===== src/hw/host_port_pkg.sv =====
// Purpose: Shared constants and types for the display host interface select block.
// Assumes: All host pins are synchronous to clock.
// Notes: Strap codes are the pair (sel_a, sel_b); bus style codes do not follow them.
package host_port_pkg;

    // ************************************************************
    // Bus styles and strap codes
    // ************************************************************
    typedef enum logic [1:0] {
        BUS_SPI4,
        BUS_SPI3,
        BUS_P80,
        BUS_P68
    } bus_style_t;

    localparam logic [1:0] STRAP_SPI3 = 2'h2; // sel_a=1, sel_b=0.
    localparam logic [1:0] STRAP_SPI4 = 2'h0;
    localparam logic [1:0] STRAP_P68 = 2'h3;
    localparam logic [1:0] STRAP_P80 = 2'h1;

    // Reset values and the last bit count.
    localparam logic [7:0] BYTE_RESET = 8'h00;
    localparam logic [2:0] BITCNT_RESET = 3'h0;
    localparam logic [2:0] BITCNT_LAST = 3'h7;

    // Serial line positions on the host bus.
    localparam int SER_CLK_BIT = 0;
    localparam int SER_DAT_BIT = 1;
    localparam int SER_DC_BIT = 2;

    // ************************************************************
    // Carriers
    // ************************************************************
    typedef struct packed {
        logic [7:0] data;
        logic is_data;
    } byte_word_t;

    typedef struct packed {
        logic chip_sel_n;
        logic dc;
        logic strobe_a;
        logic strobe_b;
        logic [7:0] bus_in;
    } host_pins_t;

endpackage


===== src/hw/display_host_interface_select.sv =====
// Purpose: Host interface of a graphic display controller with four strap-selected bus styles.
// Assumes: All host pins are synchronous to clock; straps change only while initialization runs.
// Notes: Accepted bytes leave on a registered strobe; reads return a byte from the core.
`timescale 1ns/1ps
module display_host_interface_select
    import host_port_pkg::*;
(
    input wire logic clock, // System clock, 50 MHz.
    input wire logic nrst, // Asynchronous reset, active low.
    input wire logic bus_style_sel_a, // Bus style strap A.
    input wire logic bus_style_sel_b, // Bus style strap B.
    input wire logic init_in_n, // Host initialization input, active low.
    input wire logic chip_sel_n, // Chip select, active low.
    input wire logic data_cmd, // High for display data, low for command.
    input wire logic enable_rd, // 68xx enable, active high, or 80xx read strobe, active low.
    input wire logic rw_wr, // 68xx read/write select or 80xx write strobe.
    input wire logic [7:0] host_bus_lines_i, // Host bus input levels.
    output logic [7:0] host_bus_lines_o, // Host bus output levels.
    output logic [7:0] host_bus_lines_oe_n, // Host bus output enable, low drives.
    input wire logic [7:0] read_byte, // Byte the core offers for reads.
    output logic byte_valid, // One-cycle pulse with a taken byte.
    output logic [7:0] byte_out, // Taken byte.
    output logic byte_is_data, // Taken byte is display data.
    output logic read_taken, // One-cycle pulse when a read is served.
    output logic in_init, // High while initialization runs.
    output bus_style_t bus_style // Latched bus style.
);

    // ************************************************************
    // Timing overview
    // ************************************************************
    // The two strobe pins and the serial clock are each sampled once per clock and compared with their last sample.
    // An edge is therefore seen one cycle after the pin moves.
    // The action it triggers shows on the outputs one cycle later again.
    // Each strobe level must stand for at least one clock as a result.
    // A shorter pulse can slip between samples and is then lost without notice.
    //
    // In 68xx style the enable pin opens a cycle on its rising edge.
    // A read starts the drive there, so the byte stands while enable is high.
    // A write is taken on the falling edge of enable, when the data have settled.
    //
    // In 80xx style the read strobe starts the drive on its falling edge.
    // The drive ends when the read strobe rises again.
    // A write is taken when the write strobe rises, at the end of the strobe.
    //
    // In both serial styles bit 0 of the host bus is the clock and bit 1 the data.
    // Bits are taken on the rising clock edge, first bit first.
    // The 4-wire style reads the data/command pin together with the eighth bit.
    // The 3-wire style has no such pin, so the first bit of a frame marks the byte.
    // That flag bit also stays in the data field, which users must allow for.
    //
    // Chip select high, or a running initialization, clears the bit count.
    // It also lets go of the bus, and a partial serial byte is dropped silently.
    // The straps are read only during initialization.
    // A later change of the straps has no effect until the next initialization.

    // ************************************************************
    // State
    // ************************************************************
    typedef struct packed {
        bus_style_t style;
        logic init;
        logic [7:0] shift;
        logic [2:0] bitcnt;
        logic [7:0] drive;
        logic drive_en;
        byte_word_t out;
        logic valid;
        logic rd_taken;
    } port_state_t;

    port_state_t s_q;
    port_state_t s_d;
    logic en_rise;
    logic en_fall;
    logic wr_rise;
    logic wr_fall;
    logic sclk_rise;
    logic cs_active;

    // Edge detectors for the two strobes and the serial clock.
    edge_detect u_en (
        .clock(clock),
        .nrst(nrst),
        .level(enable_rd),
        .rise(en_rise),
        .fall(en_fall)
    );

    edge_detect u_wr (
        .clock(clock),
        .nrst(nrst),
        .level(rw_wr),
        .rise(wr_rise),
        .fall(wr_fall)
    );

    edge_detect u_sclk (
        .clock(clock),
        .nrst(nrst),
        .level(host_bus_lines_i[SER_CLK_BIT]),
        .rise(sclk_rise),
        .fall()
    );

    // Chip select gates every transfer.
    assign cs_active = ~chip_sel_n & ~s_q.init;

    // ************************************************************
    // Next-state logic
    // ************************************************************
    always_comb begin
        s_d = s_q;
        s_d.valid = 1'b0;
        s_d.rd_taken = 1'b0;
        s_d.init = ~init_in_n;
        if (!init_in_n) begin
            // Initialization clears the port and captures the straps.
            s_d.shift = BYTE_RESET;
            s_d.bitcnt = BITCNT_RESET;
            s_d.drive = BYTE_RESET;
            s_d.drive_en = 1'b0;
            s_d.out = '0;
            case ({bus_style_sel_a, bus_style_sel_b})
                STRAP_SPI3: s_d.style = BUS_SPI3;
                STRAP_SPI4: s_d.style = BUS_SPI4;
                STRAP_P68: s_d.style = BUS_P68;
                STRAP_P80: s_d.style = BUS_P80;
                default: s_d.style = BUS_SPI4;
            endcase
        end else if (!cs_active) begin
            // Deselect aborts a partial serial byte and releases the bus.
            s_d.bitcnt = BITCNT_RESET;
            s_d.drive_en = 1'b0;
        end else begin
            case (s_q.style)
                BUS_P68: begin
                    // Enable high opens a cycle; rw_wr gives the direction.
                    if (en_rise && rw_wr) begin
                        s_d.drive = read_byte;
                        s_d.drive_en = 1'b1;
                        s_d.rd_taken = 1'b1;
                    end
                    if (en_fall && !rw_wr) begin
                        s_d.out.data = host_bus_lines_i;
                        s_d.out.is_data = data_cmd;
                        s_d.valid = 1'b1;
                    end
                    if (en_fall && rw_wr) begin
                        s_d.drive_en = 1'b0;
                    end
                end
                BUS_P80: begin
                    // Read strobe low drives the bus until it rises.
                    if (en_fall) begin
                        s_d.drive = read_byte;
                        s_d.drive_en = 1'b1;
                        s_d.rd_taken = 1'b1;
                    end
                    if (en_rise) begin
                        s_d.drive_en = 1'b0;
                    end
                    // Write data is taken on the closing edge of the strobe.
                    if (wr_rise) begin
                        s_d.out.data = host_bus_lines_i;
                        s_d.out.is_data = data_cmd;
                        s_d.valid = 1'b1;
                    end
                end
                default: begin
                    // Serial modes shift MSB first on the clock's rising edge.
                    if (sclk_rise) begin
                        s_d.shift = {s_q.shift[6:0], host_bus_lines_i[SER_DAT_BIT]};
                        s_d.bitcnt = s_q.bitcnt + 3'h1;
                        if (s_q.bitcnt == BITCNT_LAST) begin
                            s_d.out.data = {s_q.shift[6:0], host_bus_lines_i[SER_DAT_BIT]};
                            if (s_q.style == BUS_SPI4) begin
                                s_d.out.is_data = data_cmd;
                            end else begin
                                s_d.out.is_data = s_q.shift[6]; // First bit of this frame.
                            end
                            s_d.valid = 1'b1;
                        end
                    end
                end
            endcase
        end
    end

    // Register the state.
    always_ff @(posedge clock or negedge nrst) begin
        if (!nrst) begin
            s_q <= '0;
            s_q.init <= 1'b1;
        end else begin
            s_q <= s_d;
        end
    end

    // Outputs come straight from the state register.
    assign host_bus_lines_o = s_q.drive;
    assign host_bus_lines_oe_n = {8{~s_q.drive_en}};
    assign byte_valid = s_q.valid;
    assign byte_out = s_q.out.data;
    assign byte_is_data = s_q.out.is_data;
    assign read_taken = s_q.rd_taken;
    assign in_init = s_q.init;
    assign bus_style = s_q.style;
endmodule


===== src/hw/edge_detect.sv =====
// Purpose: Registered level and edge flags for one host strobe line.
// Assumes: Input is synchronous to clock.
// Notes: Rise and fall are one-cycle pulses, held in registers.
`timescale 1ns/1ps
module edge_detect
    import host_port_pkg::*;
(
    input wire logic clock, // System clock.
    input wire logic nrst, // Asynchronous reset, active low.
    input wire logic level, // Sampled line.
    output logic rise, // One cycle after a low to high change.
    output logic fall // One cycle after a high to low change.
);

    typedef struct packed {
        logic prev;
        logic rise;
        logic fall;
    } edge_state_t;

    edge_state_t s_q;
    edge_state_t s_d;

    // Compare the line against its last sample.
    always_comb begin
        s_d = s_q;
        s_d.prev = level;
        s_d.rise = level & ~s_q.prev;
        s_d.fall = ~level & s_q.prev;
    end

    // Register the state.
    always_ff @(posedge clock or negedge nrst) begin
        if (!nrst) begin
            s_q <= '0;
        end else begin
            s_q <= s_d;
        end
    end

    assign rise = s_q.rise;
    assign fall = s_q.fall;
endmodule


===== config.mk =====
export PLATFORM = sky130hd
export DESIGN_NAME = display_host_interface_select
export DESIGN_NICKNAME = d
export VERILOG_FILES = /design/src/hw/host_port_pkg.sv /design/src/hw/display_host_interface_select.sv /design/src/hw/edge_detect.sv
export SDC_FILE = /design/constraint.sdc
export NUM_CORES = 1
export LEC_CHECK = 0
export BUFFER_PORTS_ARGS = -buffer_cell sky130_fd_sc_hd__buf_2
export CORE_MARGIN = 4
export CORE_UTILIZATION = 55
export CTS_BUF_LIST = sky130_fd_sc_hd__clkbuf_16
export CTS_CLUSTER_SIZE = 16
export DETAILED_ROUTE_END_ITERATION = 10
export GPL_ROUTABILITY_DRIVEN = 1
export PLACE_DENSITY = 0.85
export REMOVE_ABC_BUFFERS = 1
export SKIP_CTS_REPAIR_TIMING = 1
export SLEW_MARGIN = 20
export SYNTH_ARGS = -nofsm -noshare
export SYNTH_HDL_FRONTEND = slang
export SYNTH_SLANG_ARGS = --single-unit
export TNS_END_PERCENT = 100

===== constraint.sdc =====
create_clock -name clock -period 4.9 [get_ports clock]
set_clock_uncertainty 0.1 [all_clocks]
set_input_delay 0.49 -clock clock [delete_from_list [all_inputs] [get_ports clock]]
set_output_delay 0.49 -clock clock [all_outputs]
set_load 0.02 [all_outputs]

# Word level (Yosys, flattened, before mapping)
# Cells that the tools add are included.
# classes
add_sub_neg	1
order_cmp	0
n_shift	0
n_eq_ne	21
n_bitwise	13
n_mul	0
n_reduce_logical	12
n_mux	24
n_div	0
# ops
cell	n
two-way mux 10 bit	6
two-way mux 28 bit	1
case mux 10 bit (2 select lines)	1
two-way mux 9 bit	2
case mux 9 bit (2 select lines)	1
two-way mux 11 bit	1
!= test 3 x 2 -> 1 bit, second input constant	3
!= test 3 bit, second input constant	3
== test 2 bit, second input constant	4
two-way mux 8 bit	1
!= test 4 x 1 -> 1 bit, second input constant	2
inverter 1 bit	8
case mux 2 bit (4 select lines)	1
two-way mux 7 bit	1
two-way mux 1 bit	6
AND reduction 3 bit	2
AND 1 bit	5
!= test 5 x 3 -> 1 bit, second input constant	1
!= test 5 bit, second input constant	1
AND reduction 5 bit	1
zero test 2 bit	2
!= test 2 x 1 -> 1 bit, second input constant	2
!= test 4 x 2 -> 1 bit, second input constant	1
AND reduction 4 bit	1
other kinds (12)	14
# word_totals
mem_bits_ro	0
mem_count	0
in_bits	25
reg_bits	40
out_inout_bits	30
latchBits	0
word_cells	88
ram_bits	0

# Longest topological paths before layout
# Gate-level depths: netlist (run 1).
# logic_depth
ltp_word	7
mapped_depth	6
mapped_depth_nobuf	6

# Hierarchy
# From an unflattened synthesis (run 1), not the netlist that was laid out.
# hier_totals
cells_unflattened	187
area_unflattened_um2	1996.9
# modules_own_cells
mod	cells_per_inst	instances	seq_area_each_um2	area_per_inst_um2
display_host_interface_select	172	1	827.0	1726.7
edge_detect	5	3	75.1	90.1

# Worst setup path before layout (run 1)
# No wires, ideal clock.
# synth_path
kind	reg-to-reg
startpoint	reg s_q[20] (netlist name)
endpoint	reg s_q (netlist bit byte_out[7])
period_less_slack_ns	1.668
arrival_ns	1.434
path_buffers	0
setup_slack_ns	3.232
setup_time_ns	0.135
path_stages_with_launch	7
path_cell_list	dfrtp_1 -> ha_1 -> ha_1 -> a21oi_1 -> o31ai_1 -> o21ai_2 -> mux2i_1
# synth_via
elab_chain_cells	3
# synth_lines
element	line_no	text
start, declared	display_host_interface_select.sv:72	port_state_t s_q;
== test 3 bit	display_host_interface_select.sv:175	if (s_q.bitcnt == BITCNT_LAST) begin
!= test 4 x 1 -> 1 bit (no line)	-	
AND reduction 5 bit (no line)	-	
# No other way between the ends.
# A chain may end at the register's enable or synchronous reset.

# Final worst setup path (run 1)
# layout_path
startpoint	reg s_q (netlist bit bus_style[1])
endpoint	reg s_q[26] (netlist name)
# layout_via
elab_chain_cells	4
# layout_lines
element	line_no	text
== test 2 bit	display_host_interface_select.sv:136	case (s_q.style)
OR reduction 2 bit (no line) (*)	-	
!= test 2 bit (no line) (*)	-	
AND reduction 3 bit (no line) (*)	-	
# Mark *: on every way between the ends. The rest lies on a longest branch, timed or not.

==> results of run 1 <==
==> critical path, stage by stage (launching register included) <==
cell and delay (ns):
dfrtp_1 0.87, nand2b_4 0.31, o31a_1 0.42, o21ai_0 0.20
==> report_power, final <==
| group | leakage, uW | internal [uW] | switching [uW] |
|---|---|---|---|
| clock network | 0.0000710 | 185 | 122 |
| logic | 0.000484 | 27.2 | 43.5 |
| registers | 0.000536 | 342 | 15.3 |
==> routing by layer <==
layer  up-vias  share of wire (%)  global-route usage (%)
li1        695                  -                       -
met1       697                 44                    23.8
met2        40                 48                    32.2
met3         5                7.0                    5.82
met4         0                1.1                    6.08
met5         -                  0                       0
==> layout by cell type, fill, tap and decap left out, types with 2 or more instances in the layout <==
cell / count
o21ai_1: 3
mux2i_1: 5
mux2_2: 2
o2bb2ai_1: 8
a21oi_1: 8
ha_1: 3
buf_2: 54
clkinv_2: 2
inv_1: 5
clkbuf_16: 5
nand3_1: 17
o21ai_0: 14
nand2_1: 23
dfrtp_1: 39
nor2b_1: 5
nor2_1: 12
==> flip-flops by register name, summed over array words and instances, names as in the netlist <==
register,count
u_en.s_q,1
bus_style,2
byte_is_data,1
u_en.rise,1
host_bus_lines_o,8
read_taken,1
u_sclk.s_q,1
u_wr.s_q,1
in_init,1
byte_valid,1
u_en.fall,1
s_q,11
u_wr.rise,1
u_sclk.rise,1
byte_out,8
==> through the flow <==
stage	std cells	setup WS, ns	total power, uW	hold WS, ns	cell area, um2
finish	270	2.83	735	0.212	2190
CTS	270	2.85	741	0.234	2190
detailed placement	262	2.84	434	0.287	2050
floorplan	162	3.03	397	0.0944	1720
global route	270	2.68	764	0.238	2190
global placement	262	2.90	431	0.283	2050
==> Yosys cell counts, types with 2 or more instances <==
cell type,number
inv_1,5
nand2_1,23
nand3_1,17
nor2b_1,5
mux2i_1,5
clkbuf_1,2
mux2_2,2
nor2_1,12
buf_2,6
dfrtp_1,39
o2bb2ai_1,8
o21ai_0,14
buf_4,26
o21ai_1,3
a21oi_1,8
ha_1,3
==> cells by family (layout without fill, tap and decap cells) <==
group | after synthesis | count (layout) | share of synthesized area (%)
DFF | 40 | 40 | 51.1
buffers and inverters | 40 | 67 | 13.0
and+or+nand+nor | 66 | 66 | 16.6
adders and majority gates | 3 | 3 | 1.92
xor gates and xnor gates | 1 | 1 | 0.447
AOI/OAI and AO/OA | 40 | 40 | 13.2
muxes | 7 | 7 | 3.70
==> area by class of cell <==
cell class              instances  area, um2  area share, %
clock inverters                 3       13.8          0.629
inverters                       5       18.8          0.857
repair buffers                 54        270           12.3
flip-flops and latches         40       1000           45.8
clock buffers                   5        125           5.71
well taps                      46       57.6           2.63
multi-input cells             117        702           32.1
==> worst paths after layout <==
path,endpoint,slack [ns],cells past startpoint
max in group asynchronous,byte_out[1],3.95,1
min,s_q[21],0.21,1
min in group clock,u_en.s_q[2],0.24,1
max,s_q[26],2.83,3
max reg2reg,s_q[26],2.83,3
min reg2reg,u_wr.rise,0.29,1
==> impl_metrics.json, run 1 <==
{
  "rsz0062_at_grt": "false",
  "worstPathArrival_ns": 2.10,
  "layout-drive-gt1-share_pct": 30.8,
  "finalCritPeriodShare_pct": 42.3,
  "min_path_type": "in2async",
  "synth_edf_count": 0,
  "grt_use_total_pct": 19.3,
  "synth.top_cell.area_share_pct": 49.8,
  "start_util_pct": 57.8,
  "detail_route.first_pass.iterations": 4,
  "grt_pass1_wl_mm": 6.42,
  "core-area_um2": 3390,
  "path_max_fanout": 26,
  "clkSinkCount": 40,
  "r2r_start": "bus_style[1]",
  "overflow": 0,
  "finalHoldViolCount": 0,
  "wl_mm": 3.89,
  "cts_made_buffers": 5,
  "path_clk_slew_ns": 0.06,
  "end_kind": "register",
  "die_y_um": 67.7,
  "layout.nets": 251,
  "start_kind": "register",
  "synthFlopType": "dfrtp_1",
  "clockBufferDepth": 2,
  "maxCapViolCount": 0,
  "dp_hpwl_mm": 2.73,
  "startpoint": "bus_style[1]",
  "area_delta_synth_final_pct": 11.7,
  "grt_pass1_vias": 1389,
  "routedWlPerCell_um": 14.4,
  "antenna_left": 0,
  "routabilityCongestion": 0.864,
  "insertion_delay_ns": 0.28,
  "ys_ff_latch": 40,
  "status": "finished, final reports clean",
  "min_period_ns": 2.07,
  "setup_violations": 0,
  "critPathRequiredTime_ns": 4.93,
  "viasPerCell": 5.32,
  "synth_area_leader_cell": "dfrtp_1",
  "clockRootBuffer": "clkbuf_16",
  "final_max_slew_viol_count": 0,
  "diodes": 0,
  "synth_cells": 197,
  "worst_pin_slew_ns": 0.845,
  "yosys-top-cells-area": "dfrtp_1, buf_4, nand2_1",
  "p_leak_uw": 0.00109,
  "slew_headroom_pct": 43.7,
  "fp.dieW_um": 67.7,
  "io_buffers": 54,
  "ys_async_sr_fraction_pct": 100,
  "fmax_mhz": 482,
  "max-vdd-ir-drop_mv": 0.240,
  "final_core_util_pct": 64.6,
  "rows": 21,
  "syn_area_per_cell_um2": 9.95,
  "syn_area_um2": 1960,
  "drt-initial-drc-count": 96,
  "h-tree-depth": 2,
  "setup_tns_ns": 0,
  "antenna_found_initial": 0,
  "cts_tree": "built",
  "powerDensity_nw_per_um2": 336,
  "ios": 55,
  "vias": 1437,
  "yosys_warnings": 0,
  "drc": 0,
  "ys_seq_area_share_pct": 51.1,
  "synth.distinct_cells": 35,
  "num-fill-cells": 287,
  "dieArea_um2": 4580,
  "worst-setup-path-type": "reg2reg",
  "grt_max_degree": 41
}
Power figures use the tool's default switching activity.
==> run 2, diff against run 1 <==
--- a/config.mk
+++ b/config.mk
@@ -7,12 +7,12 @@
 export LEC_CHECK = 0
 export BUFFER_PORTS_ARGS = -buffer_cell sky130_fd_sc_hd__buf_2
 export CORE_MARGIN = 4
-export CORE_UTILIZATION = 55
+export CORE_UTILIZATION = 51
 export CTS_BUF_LIST = sky130_fd_sc_hd__clkbuf_16
 export CTS_CLUSTER_SIZE = 16
 export DETAILED_ROUTE_END_ITERATION = 10
 export GPL_ROUTABILITY_DRIVEN = 1
-export PLACE_DENSITY = 0.85
+export PLACE_DENSITY = 0.79
 export REMOVE_ABC_BUFFERS = 1
 export SKIP_CTS_REPAIR_TIMING = 1
 export SLEW_MARGIN = 20
==> constraint.sdc (replaced) <==
create_clock -name clock -period 2.2 [get_ports clock]
set_clock_uncertainty 0.1 [all_clocks]
set_input_delay 0.22 -clock clock [delete_from_list [all_inputs] [get_ports clock]]
set_output_delay 0.22 -clock clock [all_outputs]
set_load 0.02 [all_outputs]
==> impl_metrics.json, run 2 (synthesized netlist as in run 1, its figures left out) <==
{
  "core-area_um2": 3690,
  "fp.dieW_um": 70.0,
  "maxCapViolCount": 0,
  "fin_cells": 278,
  "ff2ff_path_depth": 6,
  "viasPerCell": 5.14,
  "worstPathArrival_ns": 1.89,
  "h-tree-depth": 2,
  "io_buffers": 54,
  "worst_pin_slew_ns": 0.557,
  "finalHoldViolCount": 1,
  "top_register": "s_q",
  "rsz0062_at_grt": "false",
  "clkSinkCount": 40,
  "p_int_uw": 1240,
  "dp_hpwl_mm": 2.83,
  "cts_tree": "built",
  "area_delta_synth_final_pct": 14.7,
  "routedWlPerCell_um": 13.2,
  "clockRootBuffer": "clkbuf_16",
  "critPathRequiredTime_ns": 2.25,
  "grt_use_total_pct": 16.7,
  "start_kind": "register",
  "timing.hold.worst_path_depth": 1,
  "final_cell_mix": "buf_2, dfrtp_1, nand2_1",
  "largest_register_ffs": 11,
  "fmax_mhz": 546,
  "pwr-share-clk_pct": 40.7,
  "final_common_cell": "buf_2",
  "final_core_util_pct": 60.9,
  "failed_checks": "negative hold slack",
  "p_switching_uw": 383,
  "hold_slack_ns": -0.00805,
  "antenna_left": 0,
  "wl_mm": 3.67,
  "cts_made_buffers": 5,
  "grt_max_degree": 30,
  "min_period_ns": 1.83,
  "dieArea_um2": 4900,
  "insertion_delay_ns": 0.28,
  "final_max_slew_viol_count": 0,
  "grt_pass1_vias": 1371,
  "total_power_uw": 1620,
  "end_kind": "register",
  "r2r_start": "s_q[20]",
  "drc": 0,
  "status": "complete, but fails checks",
  "start_util_pct": 53.1,
  "grt_pass1_wl_mm": 6.55,
  "routabilityCongestion": 0.745,
  "p_leak_uw": 0.00112,
  "slew_headroom_pct": 62.8,
  "r2r_end": "byte_out[4]",
  "diodes": 0,
  "layout.nets": 258,
  "startpoint": "s_q[20]",
  "overflow": 0,
  "drt-initial-drc-count": 87,
  "ios": 55,
  "seqPwrFrac_pct": 48.7,
  "setup_tns_ns": 0,
  "layout-drive-gt1-share_pct": 31.3,
  "setup_violations": 0,
  "critical_path.endpoint": "byte_out[4]",
  "powerDensity_nw_per_um2": 721,
  "antenna_found_initial": 0,
  "detail_route.first_pass.iterations": 4,
  "path_clk_slew_ns": 0.05,
  "path_max_fanout": 9,
  "die_y_um": 70.0,
  "finalCritPeriodShare_pct": 83.3,
  "min_path_type": "in2reg",
  "switching_share_pct": 23.6,
  "clockBufferDepth": 2,
  "vias": 1428,
  "pwr-share-comb_pct": 10.6,
  "rows": 22,
  "max-vdd-ir-drop_mv": 0.576,
  "r2r_setup_slack_ns": 0.37,
  "worst-setup-path-type": "reg2reg",
  "place_inst": 268
}
[run 2: changes by cell type in the layout (fill, tap and decap cells not counted)]
| cell | before | now |
|---|---|---|
| buf_4 | 0 | 4 |
| dlygate4sd3_1 | 0 | 3 |
| clkinv_1 | 1 | 0 |
| clkinv_2 | 2 | 1 |
| inv_1 | 5 | 6 |
[run 2: worst max-delay path, stage by stage, from the launching register on]
cell,delay (ns)
dfrtp_1,0.36
ha_1,0.18
ha_1,0.28
a21oi_1,0.11
o31ai_1,0.31
o21ai_2,0.21
o2bb2ai_1,0.17
[run 2: cell type report]
class                      count  area [um2]
timing repair buffer          61         330
clock inverter                 2        8.76
sequential                    40        1000
multi-input combinational    117         702
inverter                       5        18.8
fill                         322        1440
clock buffer                   5         125
tap                           48        60.1
[run 2: worst min-delay path by stage]
stage	from	slack, ns	to
6_report	rw_wr	-0.008	u_wr.s_q[2]
4_1_cts	nrst	-0.25	read_taken
3_3_place_gp	nrst	0.04	byte_valid
5_1_grt	rw_wr	0.005	u_wr.s_q[2]
2_1_floorplan	nrst	-0.18	bus_style[0]
3_5_place_dp	nrst	0.04	byte_valid
[run 2: per-layer routing]
layer	up-vias	global-route usage (%)	share of wire [%]
met4	0	5.74	1.5
li1	710	-	-
met1	666	22.2	45
met2	45	26.0	46
met5	-	0	0
met3	7	4.75	7.6
[run 2: metrics by stage]
step,setup WS [ns],area [um2]
detailed placement,0.366,2080
CTS,0.358,2220
global route,0.134,2250
floorplan,0.399,1720
finish,0.368,2250
global placement,0.413,2080
[run 2: power by group through the flow]
stage	Combinational [uW]	Clock [uW]	Sequential (uW)
floorplan	67.8	0	816
global placement	167	0	801
detailed placement	170	0	801
CTS	171	670	789
global route	196	706	793
finish	172	660	789
